<file path="src/cbm_pkg.sv">
// Package for the CAN basic mask and interrupt logic.
// Assumes a 16-bit register port with registered read data.
package cbm_pkg;

   // ----------------------------------------------------------------
   // Register map (word indices on the register port)
   // ----------------------------------------------------------------
   localparam logic [3:0] ADDR_MASK_HIGH = 4'h0;
   localparam logic [3:0] ADDR_MASK_LOW  = 4'h1;
   localparam logic [3:0] ADDR_INT_EN    = 4'h2;
   localparam logic [3:0] ADDR_INT_PEND  = 4'h3;
   localparam logic [3:0] ADDR_INT_CLR   = 4'h4;
   localparam logic [3:0] ADDR_CODE_EN   = 4'h5;
   localparam logic [3:0] ADDR_STATUS    = 4'h6;
   localparam logic [3:0] ADDR_CONFIG    = 4'h7;

   localparam logic [15:0] RESET_WORD = 16'h0000;
   localparam int NUM_BUF = 15;
   localparam int ERR_BIT = 15;          // error bit in enable/pend/clr
   localparam int CFG_EIT_BIT = 0;       // error interrupt type

   // ----------------------------------------------------------------
   // Mask word field positions
   // ----------------------------------------------------------------
   localparam int MH_ID_HI_LSB = 5;      // id mask 28..18 in 15..5
   localparam int MH_RTR_BIT   = 4;
   localparam int MH_IDE_BIT   = 3;
   localparam int ML_EXT_REMOTE_MASK_BIT  = 0;

   // ----------------------------------------------------------------
   // Node state codes and status word layout
   // ----------------------------------------------------------------
   localparam logic [2:0] NS_NOT_ACTIVE = 3'h0;
   localparam logic [2:0] NS_ERR_ACTIVE = 3'h2;
   localparam logic [2:0] NS_WARNING    = 3'h3;
   localparam logic [2:0] NS_PASSIVE    = 3'h4;
   localparam logic [2:0] NS_BUS_OFF    = 3'h6;
   localparam logic [3:0] SRC_NONE      = 4'h0;

   // Received frame header, as seen by the acceptance filter
   typedef struct packed {
      logic        ext;      // extended frame
      logic [28:0] id;       // standard id sits in id[28:18]
      logic        srr_rtr;  // RTR (std) or SRR (ext)
      logic        ide;
      logic        ext_remote_mask;     // RTR of an extended frame
   } cbm_frame_t;

   // Status word contents
   typedef struct packed {
      logic [7:0] rsvd;
      logic [2:0] node_state;
      logic       irq;
      logic [3:0] source_code;
   } cbm_status_t;

endpackage

</file>
<file path="src/cbm_filter.sv">
// Acceptance filter of the basic mask against one buffer identifier.
// Assumes frame and buffer fields are stable in the cycle evaluated.
`timescale 1ns/1ps
module cbm_filter
   import cbm_pkg::*;
(
   // Mask words
   input  wire logic [15:0] i_mask_high,
   input  wire logic [15:0] i_mask_low,
   // Received frame and buffer identifier
   input  wire cbm_frame_t  i_frame,
   input  wire cbm_frame_t  i_buf,
   // Result
   output logic             o_match,
   output cbm_frame_t       o_new_id
);

   logic [31:0] care;    // one where the bit must match
   logic [31:0] rx_v;
   logic [31:0] bf_v;
   logic [31:0] mask_v;

   // ----------------------------------------------------------------
   // Pack to the 32-bit mask order: id28..18, rtr, ide, id17..0, ext_remote_mask
   // ----------------------------------------------------------------
   always_comb begin
      mask_v = {i_mask_high, i_mask_low};
      rx_v   = {i_frame.id[28:18], i_frame.srr_rtr, i_frame.ide,
                i_frame.id[17:0], i_frame.ext_remote_mask};
      bf_v   = {i_buf.id[28:18], i_buf.srr_rtr, i_buf.ide,
                i_buf.id[17:0], i_buf.ext_remote_mask};
      care   = ~mask_v;
      if (!i_frame.ext) begin
         care[18:0] = 19'h0_0000;
      end
      o_match = ((rx_v ^ bf_v) & care) == 32'h0000_0000;
   end

   // Don't-care bits take the received value on acceptance
   always_comb begin
      o_new_id         = i_buf;
      o_new_id.id      = i_buf.id;
      for (int k = 0; k < 11; k++) begin
         if (mask_v[31-k]) o_new_id.id[28-k] = i_frame.id[28-k];
      end
      if (mask_v[20]) o_new_id.srr_rtr = i_frame.srr_rtr;
      if (mask_v[19]) o_new_id.ide     = i_frame.ide;
      if (i_frame.ext) begin
         for (int k = 0; k < 18; k++) begin
            if (mask_v[1+k]) o_new_id.id[k] = i_frame.id[k];
         end
         if (mask_v[0]) o_new_id.ext_remote_mask = i_frame.ext_remote_mask;
      end
   end

endmodule

</file>
<file path="src/cbm_top.sv">
// Register logic: basic mask, interrupt enable/pending/clear, code
// enable and node status with priority interrupt code.
// Assumes a same-clock register master and same-clock event inputs.
//
// Contract
// - Cleared mask bit: incoming id bit must equal buffer id bit.
// - Set mask bit: don't care, buffer bit takes received value.
// - Extended frames use all 29 id mask bits plus IDE, RTR, EXT_REMOTE_MASK.
// - Extended frames: RTR mask on SRR, extended remote mask on RTR.
// - Standard frames use only mask 28..18, RTR and IDE.
// - Mask word layout: high 28..18,RTR,IDE,17..15; low 14..0,EXT_REMOTE_MASK.
// - Error interrupt reaches CPU only while enable bit 15 is one.
// - Buffer n interrupt reaches CPU only while enable bit n is one.
// - Buffer pending bit sets after successful transfer of buffer.
// - Error pending sets on counter status change, held until cleared.
// - Pending word read-only: error bit 15, buffers 14..0.
// - Writing one to error clear bit clears error pending.
// - Each buffer clear bit written one clears its pending flag.
// - Error joins the interrupt code only while its code enable is one.
// - Buffer joins the interrupt code only while its enable is one.
// - Node state codes: 000,010,011,10X passive,11X bus off.
// - Code: flag 0 none, flag 1 src 0 error, 1..15 buffers 0..14.
// - Status word: state 7..5, flag 4, source 3..0, 15..8 zero.
// - Type 0: error pending on every bus error; 1: on state change.
//
// Decided for this implementation: the register offsets and the plain strobed port.
`timescale 1ns/1ps
module cbm_top
   import cbm_pkg::*;
(
   // Clock and reset
   input  wire logic        i_mclk,
   input  wire logic        i_sys_rst,
   // Register port
   input  wire logic [3:0]  i_addr,
   input  wire logic [15:0] i_wdata,
   input  wire logic        i_wr,
   input  wire logic        i_rd,
   output logic [15:0]      o_rdata,
   // Acceptance check request
   input  wire logic        i_acc_req,
   input  wire cbm_frame_t  i_frame,
   input  wire cbm_frame_t  i_buf_id,
   output logic             o_acc_valid,
   output logic             o_acc_match,
   output cbm_frame_t       o_acc_new_id,
   // Events from the protocol engine
   input  wire logic [14:0] i_buf_done,
   input  wire logic        i_bus_error,
   input  wire logic [2:0]  i_node_state,
   // Interrupt requests to the CPU
   output logic             o_err_irq,
   output logic [14:0]      o_buf_irq
);

   // ----------------------------------------------------------------
   // Storage
   // ----------------------------------------------------------------
   logic [15:0] mask_high_reg;
   logic [15:0] mask_low_reg;
   logic [15:0] int_en_reg;
   logic [15:0] code_en_reg;
   logic        eit_reg;
   logic        err_pend_reg;
   logic        err_pend_next;
   logic [14:0] buf_pend_reg;
   logic [14:0] buf_pend_next;
   logic [2:0]  node_state_reg;
   logic [2:0]  prev_state_reg;
   logic [15:0] rdata_next;
   logic        acc_match_w;
   cbm_frame_t  acc_new_w;
   cbm_status_t status_w;
   logic        err_event;
   logic        clr_wr;

   // Severity class of a node state, for change detection; warning
   // and error active must stay apart or that step raises no event
   function automatic logic [2:0] state_class(input logic [2:0] s);
      if (s[2]) begin
         state_class = s[1] ? 3'h4 : 3'h3;
      end else if (s[1]) begin
         state_class = s[0] ? 3'h2 : 3'h1;
      end else begin
         state_class = 3'h0;
      end
   endfunction

   // Priority encoder: error first, then lowest buffer index
   function automatic logic [4:0] encode(input logic e,
                                         input logic [14:0] b);
      logic [4:0] r;
      r = {1'b0, SRC_NONE};
      if (e) begin
         r = {1'b1, SRC_NONE};
      end else begin
         for (int k = NUM_BUF - 1; k >= 0; k--) begin
            if (b[k]) r = {1'b1, 4'(k + 1)};
         end
      end
      encode = r;
   endfunction

   // ----------------------------------------------------------------
   // Acceptance filter
   // ----------------------------------------------------------------
   cbm_filter u_filter (
      .i_mask_high (mask_high_reg),
      .i_mask_low  (mask_low_reg),
      .i_frame     (i_frame),
      .i_buf       (i_buf_id),
      .o_match     (acc_match_w),
      .o_new_id    (acc_new_w)
   );

   // Filter result registered so outputs come from flip-flops
   always_ff @(posedge i_mclk) begin
      if (i_sys_rst) begin
         o_acc_valid  <= 1'b0;
         o_acc_match  <= 1'b0;
         o_acc_new_id <= '0;
      end else begin
         o_acc_valid  <= i_acc_req;
         // Result stands until the next request, even if masks change
         if (i_acc_req) begin
            o_acc_match  <= acc_match_w;
            o_acc_new_id <= acc_match_w ? acc_new_w : i_buf_id;
         end
      end
   end

   // ----------------------------------------------------------------
   // Software-written registers
   // ----------------------------------------------------------------
   always_ff @(posedge i_mclk) begin
      if (i_sys_rst) begin
         mask_high_reg <= RESET_WORD;
         mask_low_reg  <= RESET_WORD;
         int_en_reg    <= RESET_WORD;
         code_en_reg   <= RESET_WORD;
         eit_reg       <= 1'b0;
      end else if (i_wr) begin
         case (i_addr)
            ADDR_MASK_HIGH: mask_high_reg <= i_wdata;
            ADDR_MASK_LOW:  mask_low_reg  <= i_wdata;
            ADDR_INT_EN:    int_en_reg    <= i_wdata;
            ADDR_CODE_EN:   code_en_reg   <= i_wdata;
            ADDR_CONFIG:    eit_reg       <= i_wdata[CFG_EIT_BIT];
            default: ;
         endcase
      end
   end

   // ----------------------------------------------------------------
   // Node state tracking and error event
   // ----------------------------------------------------------------
   always_ff @(posedge i_mclk) begin
      if (i_sys_rst) begin
         node_state_reg <= NS_NOT_ACTIVE;
         prev_state_reg <= NS_NOT_ACTIVE;
      end else begin
         node_state_reg <= i_node_state;
         prev_state_reg <= node_state_reg;
      end
   end

   // A state change is judged by class so the don't-care bit of the
   // passive and bus-off codes cannot fake an event.
   always_comb begin
      if (eit_reg) begin
         err_event = state_class(node_state_reg)
                     != state_class(prev_state_reg);
      end else begin
         err_event = i_bus_error;
      end
   end

   // ----------------------------------------------------------------
   // Pending flags; a set in the clearing cycle wins
   // ----------------------------------------------------------------
   assign clr_wr = i_wr && (i_addr == ADDR_INT_CLR);

   always_comb begin
      err_pend_next = err_pend_reg;
      buf_pend_next = buf_pend_reg;
      if (clr_wr) begin
         if (i_wdata[ERR_BIT]) err_pend_next = 1'b0;
         buf_pend_next = buf_pend_reg & ~i_wdata[14:0];
      end
      if (err_event) err_pend_next = 1'b1;
      buf_pend_next = buf_pend_next | i_buf_done;
   end

   always_ff @(posedge i_mclk) begin
      if (i_sys_rst) begin
         err_pend_reg <= 1'b0;
         buf_pend_reg <= 15'h0000;
      end else begin
         err_pend_reg <= err_pend_next;
         buf_pend_reg <= buf_pend_next;
      end
   end

   // ----------------------------------------------------------------
   // Interrupt outputs, gated by the enables
   // ----------------------------------------------------------------
   always_ff @(posedge i_mclk) begin
      if (i_sys_rst) begin
         o_err_irq <= 1'b0;
         o_buf_irq <= 15'h0000;
      end else begin
         o_err_irq <= err_pend_next & int_en_reg[ERR_BIT];
         o_buf_irq <= buf_pend_next & int_en_reg[14:0];
      end
   end

   // ----------------------------------------------------------------
   // Status word and read port
   // ----------------------------------------------------------------
   always_comb begin
      status_w.rsvd       = 8'h00;
      status_w.node_state = node_state_reg;
      {status_w.irq, status_w.source_code} =
         encode(err_pend_reg & code_en_reg[ERR_BIT],
                buf_pend_reg & code_en_reg[14:0]);
   end

   // The clear register is write-only and reads as zero
   always_comb begin
      case (i_addr)
         ADDR_MASK_HIGH: rdata_next = mask_high_reg;
         ADDR_MASK_LOW:  rdata_next = mask_low_reg;
         ADDR_INT_EN:    rdata_next = int_en_reg;
         ADDR_INT_PEND:  rdata_next = {err_pend_reg, buf_pend_reg};
         ADDR_CODE_EN:   rdata_next = code_en_reg;
         ADDR_STATUS:    rdata_next = status_w;
         ADDR_CONFIG:    rdata_next = {15'h0000, eit_reg};
         default:        rdata_next = RESET_WORD;
      endcase
   end

   // Read data stands only in the cycle after the strobe
   always_ff @(posedge i_mclk) begin
      if (i_sys_rst) begin
         o_rdata <= RESET_WORD;
      end else begin
         o_rdata <= i_rd ? rdata_next : RESET_WORD;
      end
   end

endmodule

</file>
<file path="config.mk">
export PLATFORM = sky130hd
export DESIGN_NAME = cbm_top
export DESIGN_NICKNAME = d
export VERILOG_FILES = /design/src/cbm_pkg.sv /design/src/cbm_filter.sv /design/src/cbm_top.sv
export SDC_FILE = /design/constraint.sdc
export NUM_CORES = 1
export LEC_CHECK = 0
export BUFFER_PORTS_ARGS = -buffer_cell sky130_fd_sc_hd__buf_2
export CORE_MARGIN = 3
export CORE_UTILIZATION = 50
export CTS_CLUSTER_SIZE = 40
export DETAILED_ROUTE_END_ITERATION = 6
export PLACE_DENSITY = 0.79
export SYNTH_ARGS = -nofsm -noshare
export SYNTH_HDL_FRONTEND = slang
export SYNTH_SLANG_ARGS = --single-unit
export TNS_END_PERCENT = 10
</file>
<file path="constraint.sdc">
create_clock -name i_mclk -period 4.5 [get_ports i_mclk]
set_input_delay 0.225 -clock i_mclk [delete_from_list [all_inputs] [get_ports i_mclk]]
set_output_delay 0.225 -clock i_mclk [all_outputs]
set_load 0.1 [all_outputs]
</file>
==> flow_metrics.py, run 1 <==
metrics = {
    "setup_path": {
        "worst_path_max_delay_cell": "a21oi_2",
        "worst_ep_required_time_ns": 4.83,
        "critPathKind": "flop to flop",
        "crit_path_start": "mask_low_reg[9]$_SDFFE_PP0P_",
        "crit_path_end_kind": "flop",
        "cp_cell_sequence": "o22ai_1 > nor4_1 > nand3_1 > a21oi_2 > nand3_1 > a311oi_1",
        "crit_arrival_ns": 2.92,
        "worstReg2RegStart": "mask_low_reg[9]$_SDFFE_PP0P_",
        "cp_top_family": "compound AO/OA/AOI/OAI gates",
        "max_stage_delay_ns": 0.64,
        "startpoint_type": "flop",
        "crit_path_frequent_cell": "nand3_1",
        "critPathBufInv": 0,
        "path_max_fanout": 14,
    },
    "global_routing": {
        "grt_pass1_vias": 6185,
        "grt_use_total_pct": 27.43,
        "grt-ovfl-total": 0,
        "grt_first_pass_wirelength_microns": 31740,
        "antenna_found_initial": 0,
        "grt_max_degree": 84,
    },
    "drt": {
        "first_pass_iters": 7,
        "vias_per_cell": 5.686,
        "first_iter_violations": 674,
        "detail-route-antenna-nets": 0,
        "routedWlPerCell_microns": 17.64,
        "vias": 6602,
        "post-route-drc-count": 0,
        "wl_microns": 20480,
    },
    "final_layout": {
        "post-route-util_pct": 64.21,
        "largest_reg_flops": 33,
        "drive_gt1_share_pct": 23.36,
        "largest-register": "o_acc_new_id",
        "final_cells": 1161,
        "finalNetCount": 1087,
        "fin_area_sq_um": 8268,
        "area_growth_syn_to_layout_pct": 23.38,
        "n_antenna_cell": 0,
    },
    "synth": {
        "synthesis.area_sq_um": 6701,
        "synth_top_area_share_pct": 46.00,
        "syn_avg_cell_area_sq_um": 8.172,
        "syn_nets": 930,
        "synthFlopType": "dfxtp_1",
        "yosysTopAreaCell": "dfxtp_1",
        "ys_ff_latch": 154,
        "synth_edf_count": 0,
        "ys_types": 40,
        "yosys-top-cells-area": "dfxtp_1 (46%), nand2_1 (9.5%), a21oi_1 (7.0%)",
        "syn_inst": 820,
        "synth-seq-area-share_pct": 46.00,
        "yosysWarnings": 0,
        "async_flop_share_pct": 0,
    },
    "timing": {
        "clock.fmax_mhz": 387.2,
        "finalCritPeriodShare_pct": 57.40,
        "hold_viol": 0,
        "rsz0062_at_grt": "no",
        "finalSetupTns_ns": 0,
        "period_needed_ns": 2.583,
        "fin_hold_ws_ns": 0.004901,
        "finalSetupViolCount": 0,
        "max_slew.worst_pin.slew_ns": 1.173,
        "max_slew_margin_pct": 21.80,
        "fin_skew_ns": 0.006810,
        "drv_slew": 0,
    },
    "power_and_ir_drop": {
        "power_leakage_nw": 3.054,
        "seqPwrFrac_pct": 43.7,
        "p_per_area_nw_per_um2": 398.1,
        "p_clk_share_pct": 43.4,
        "power.switching_uw": 937.4,
        "switching_share_pct": 28.48,
        "p_int_mw": 2.354,
        "peakVddDrop_mv": 0.2734,
        "pwr-share-comb_pct": 12.9,
    },
    "floorplan": {
        "die-area_sq_um": 14830,
        "die_x_microns": 121.8,
        "io_pins": 177,
        "start_util_pct": 52.05,
        "dieHeight_microns": 121.8,
        "rows": 41,
        "coreArea_sq_um": 12880,
    },
    "cts": {
        "cts_hold_buf": 2,
        "clock_sinks": 154,
        "clock-root-buffer": "clkbuf_16",
        "htreeDepth": 4,
        "cts_buffers": 17,
        "post-cts-setup-buffer-count": 0,
        "clkTransAtPathRegs_ns": 0.07,
        "clk_latency_ns": 0.44,
        "clk_path_buf_depth": 2,
        "cts_tree": "done",
        "ctsResizeCount": 0,
    },
    "placed_design": {
        "place_inst": 1128,
        "place_area_sq_um": 7664,
        "port_buffers": 176,
        "gp_congestion": 0.9821,
        "place_hpwl_microns": 14750,
    },
    "job": {
        "cap_violations": 0,
    },
    "outcome": {
        "status": "finished, final reports clean",
    },
    "worst_hold_path": {
        "min_from": "i_node_state[0]",
        "holdCritPathClass": "primary input to flop",
    },
}
## layout by cell type (no fill, tap or decap), types with 2 or more instances in the layout
master         instances
a21o_1                 2
a21oi_1               94
nand2b_1               3
nand3_1               20
inv_6                  3
a222oi_1              13
xnor2_1               31
o21ai_1               10
and2_0                 2
nor3_2                12
bufinv_16              2
nor2b_1                9
nor4_1                 2
o21ai_0               10
buf_2                175
mux2i_1               22
a32o_1                 2
xor2_1                 3
o22ai_1               15
clkinvlp_4             6
dlygate4sd3_1          2
a311oi_1              13
nand2_1              169
and2_1                20
a211oi_1              19
inv_1                 32
a22oi_1               26
nor3_1                12
dfxtp_1              154
nor4_2                 2
a31oi_1                9
buf_4                  9
nor2_1                57
clkbuf_16             17
## path summary, 6_finish.rpt
path,end,slack (ns),cells past startpoint
min reg2reg,code_en_reg[5]$_SDFFE_PP0P_,0.47,2
max,o_acc_new_id[1]$_SDFFE_PP0P_,1.92,6
min,node_state_reg[0]$_SDFF_PP0_,0.005,2
max reg2reg,o_acc_new_id[1]$_SDFFE_PP0P_,1.92,6
## synthesized netlist by cell type, types with 15 or more instances
master / instances
a22oi_1: 26
a21oi_1: 94
and2_1: 20
o22ai_1: 15
clkbuf_1: 38
xnor2_1: 31
a211oi_1: 19
mux2i_1: 22
nand2_1: 169
nor2_1: 57
nand3_1: 20
inv_1: 32
dfxtp_1: 154
## power groups by stage
| stage | clock network [mW] | logic (mW) | registers (mW) |
|---|---|---|---|
| 6_report | 1.43 | 0.425 | 1.44 |
| 5_1_grt | 1.49 | 0.452 | 1.44 |
| 4_1_cts | 1.43 | 0.422 | 1.44 |
| 3_5_place_dp | 0 | 0.418 | 1.47 |
| 3_3_place_gp | 0 | 0.414 | 1.47 |
| 2_1_floorplan | 0 | 0.136 | 1.62 |
## layout make-up
class | instances | area, sq um
fill | 1106 | 4608
sequential | 154 | 3083
timing repair buffer | 186 | 963.4
inverter | 33 | 123.9
clock buffer | 18 | 439.2
multi-input combinational | 585 | 3298
tap | 172 | 215.2
clock inverter | 13 | 145.1
## stage by stage
stage / setup slack [ns] / total power, mW
detailed placement: 1.933 / 1.887
global placement: 2.022 / 1.882
CTS: 1.998 / 3.293
floorplan: 2.719 / 1.754
global route: 1.776 / 3.382
finish: 1.917 / 3.291
## metal layers
layer / GRT usage (%) / part of all wire [%] / up-vias
li1: - / - / 3161
met1: 37.56 / 43 / 3034
met2: 42.71 / 45 / 370
met3: 6.175 / 9.7 / 37
met4: 9.874 / 1.9 / 0
met5: 0 / 0 / -
## logic make-up (layout without fill, tap and decap cells)
family                    count (synthesis)  in the layout  synth area share, %
muxes                                    22             22                3.286
AOI/OAI and AO/OA                       217            217                20.46
buffers and inverters                    81            250                4.780
and+or+nand+nor                         312            312                21.02
DFF                                     154            154                46.00
xor gates and xnor gates                 34             34                4.444
## worst register-to-register path: cells and delay by family, from the launching register on
family / cells / cell delay [ns]
AO/OA/AOI/OAI: 3 / 1.06
AND/OR/NAND/NOR: 3 / 0.98
flip-flops: 1 / 0.44
Power figures use the tool's default switching activity.
==> inputs of run 2 (changes only) <==
clock period = 2.6 ns   (was 4.5 ns; I/O delays follow)
==> run 2 against run 1 <==
Against the previous run: non-clock buffer count is 46 higher; critical path depth rose by 1; sequential power up 73%; setup slack got worse by 1.5 ns; final cell count grew 4.0%; final area grew 5.2%; fmax up 21%; first-iteration DRC count increased by 25%; clock skew is essentially flat; critical path type unchanged; critical endpoint is now o_acc_new_id[16]$_SDFFE_PP0P_; largest power group unchanged; highest routed layer is now met5.
==> flow_metrics.py, run 2 (synthesized netlist as in run 1, its figures left out) <==
metrics = {
    "timing": {
        "drv_slew": 0,
        "finalCritPeriodShare_pct": 82.22,
        "fin_skew_ns": 0.006711,
        "finalWorstSetupSlack_ns": 0.4622,
        "max_slew_margin_pct": 42.53,
        "period_needed_ns": 2.138,
        "finalSetupViolCount": 0,
        "finalSetupTns_ns": 0,
        "hold_viol": 0,
        "max_slew.worst_pin.slew_ns": 0.8597,
        "rsz0062_at_grt": "no",
        "clock.fmax_mhz": 467.8,
    },
    "floorplan": {
        "die-area_sq_um": 14830,
        "coreArea_sq_um": 12880,
        "dieHeight_microns": 121.8,
        "die_x_microns": 121.8,
        "start_util_pct": 52.05,
        "rows": 41,
        "io_pins": 177,
    },
    "power_and_ir_drop": {
        "peakVddDrop_mv": 0.4035,
        "power_leakage_nw": 3.273,
        "p_per_area_nw_per_um2": 652.9,
    },
    "placed_design": {
        "gp_congestion": 0.9328,
        "place_hpwl_microns": 15750,
        "port_buffers": 176,
        "post-place-ws_ns": 0.5123,
    },
    "drt": {
        "post-route-drc-count": 0,
        "met1_length_microns": 8906,
        "wl_met3_microns": 2535,
        "detail-route-antenna-nets": 0,
        "wl_met2_microns": 10340,
        "first_pass_iters": 7,
        "routedWlPerCell_microns": 18.47,
        "vias_per_cell": 5.741,
        "highest_layer": "met5",
        "wl_microns": 22320,
        "first_iter_violations": 842,
        "vias": 6935,
    },
    "setup_path": {
        "cp_cell_sequence": "o22ai_1 > nor4_2 > nand3_2 > buf_4 > nor3_2 > mux2i_1 > a211oi_1",
        "worst_ep_required_time_ns": 2.91,
        "worstReg2RegStart": "mask_high_reg[7]$_SDFFE_PP0P_",
        "path_max_fanout": 19,
        "critPathKind": "flop to flop",
        "crit_path_start": "mask_high_reg[7]$_SDFFE_PP0P_",
        "worst_path_max_delay_cell": "dfxtp_1",
        "max_stage_delay_ns": 0.46,
        "crit_path_end_kind": "flop",
        "crit_arrival_ns": 2.45,
        "startpoint_type": "flop",
    },
    "cts": {
        "cts_hold_buf": 33,
        "cts_buffers": 17,
        "post-cts-setup-buffer-count": 0,
        "clkTransAtPathRegs_ns": 0.06,
        "clk_path_buf_depth": 2,
        "ctsResizeCount": 0,
        "htreeDepth": 4,
        "clock-root-buffer": "clkbuf_16",
        "clock_sinks": 154,
        "cts_tree": "done",
        "clk_latency_ns": 0.43,
    },
    "global_routing": {
        "grt_max_degree": 123,
        "antenna_found_initial": 1,
        "grt_first_pass_wirelength_microns": 34490,
        "grt-ovfl-total": 0,
        "grt_pass1_vias": 6586,
        "grt_use_total_pct": 29.96,
    },
    "worst_hold_path": {
        "holdCritPathClass": "primary input to flop",
        "min_from": "i_wdata[2]",
    },
    "final_layout": {
        "n_antenna_cell": 0,
        "layout_common_cells": "buf_2 (175), nand2_1 (169), dfxtp_1 (154)",
        "fillers": 1041,
        "largest-register": "o_acc_new_id",
        "drive_gt1_share_pct": 23.75,
        "largest_reg_flops": 33,
        "area_growth_syn_to_layout_pct": 29.76,
        "finalNetCount": 1133,
        "final_common_cell": "buf_2",
    },
    "outcome": {
        "status": "finished, final reports clean",
    },
    "job": {
        "cap_violations": 0,
    },
}
-- run 2: worst paths after layout --
path                                    to  cells after the start  slack, ns
max          o_acc_new_id[16]$_SDFFE_PP0P_                      7       0.46
min            code_en_reg[2]$_SDFFE_PP0P_                      3       0.01
max reg2reg  o_acc_new_id[16]$_SDFFE_PP0P_                      7       0.46
min reg2reg    int_en_reg[12]$_SDFFE_PP0P_                      2       0.47
-- run 2: power breakdown --
part | leakage, nW | total (mW) | switching (mW) | internal, mW
Clock | 0.274 | 2.39 | 0.981 | 1.41
Sequential | 1.26 | 2.49 | 0.0595 | 2.43
Combinational | 1.74 | 0.789 | 0.550 | 0.239
-- run 2: worst max-delay path, delay by kind of cell, from the launching register on --
kind	cells	cell delay, ns
AO/OA/AOI/OAI	2	0.50
buffers and inverters	1	0.23
flip-flops	1	0.46
multiplexers	1	0.14
AND/OR/NAND/NOR	3	0.69
-- run 2: layout make-up --
class	count	area, sq um	area share [%]
sequential	154	3083	35.45
inverter	33	123.9	1.424
clock buffer	22	484.2	5.568
timing repair buffer	232	1399	16.09
tap	172	215.2	2.475
multi-input combinational	585	3298	37.93
clock inverter	10	92.59	1.065
-- run 2: metrics by stage --
| stage | instances | power [mW] | cell area, sq um | hold slack (ns) | util, % |
|---|---|---|---|---|---|
| final | 1208 | 5.677 | 8696 | 0.01027 | 67.53 |
| after global routing | 1208 | 5.837 | 8696 | 0.02224 | 67.53 |
| after CTS | 1208 | 5.677 | 8696 | 0.004644 | 67.53 |
| after detailed placement | 1143 | 3.282 | 7789 | 0.3453 | 60.49 |
| after global placement | 1143 | 3.272 | 7789 | 0.3469 | 60.49 |
| after floorplan | 820 | 3.036 | 6701 | 0.2582 | - |
-- run 2: layer usage --
layer | track usage [%] | vias up
met1 | 39.13 | 3201
met2 | 47.38 | 428
met5 | 0 | -
met3 | 8.310 | 51
li1 | - | 3253
met4 | 11.41 | 2
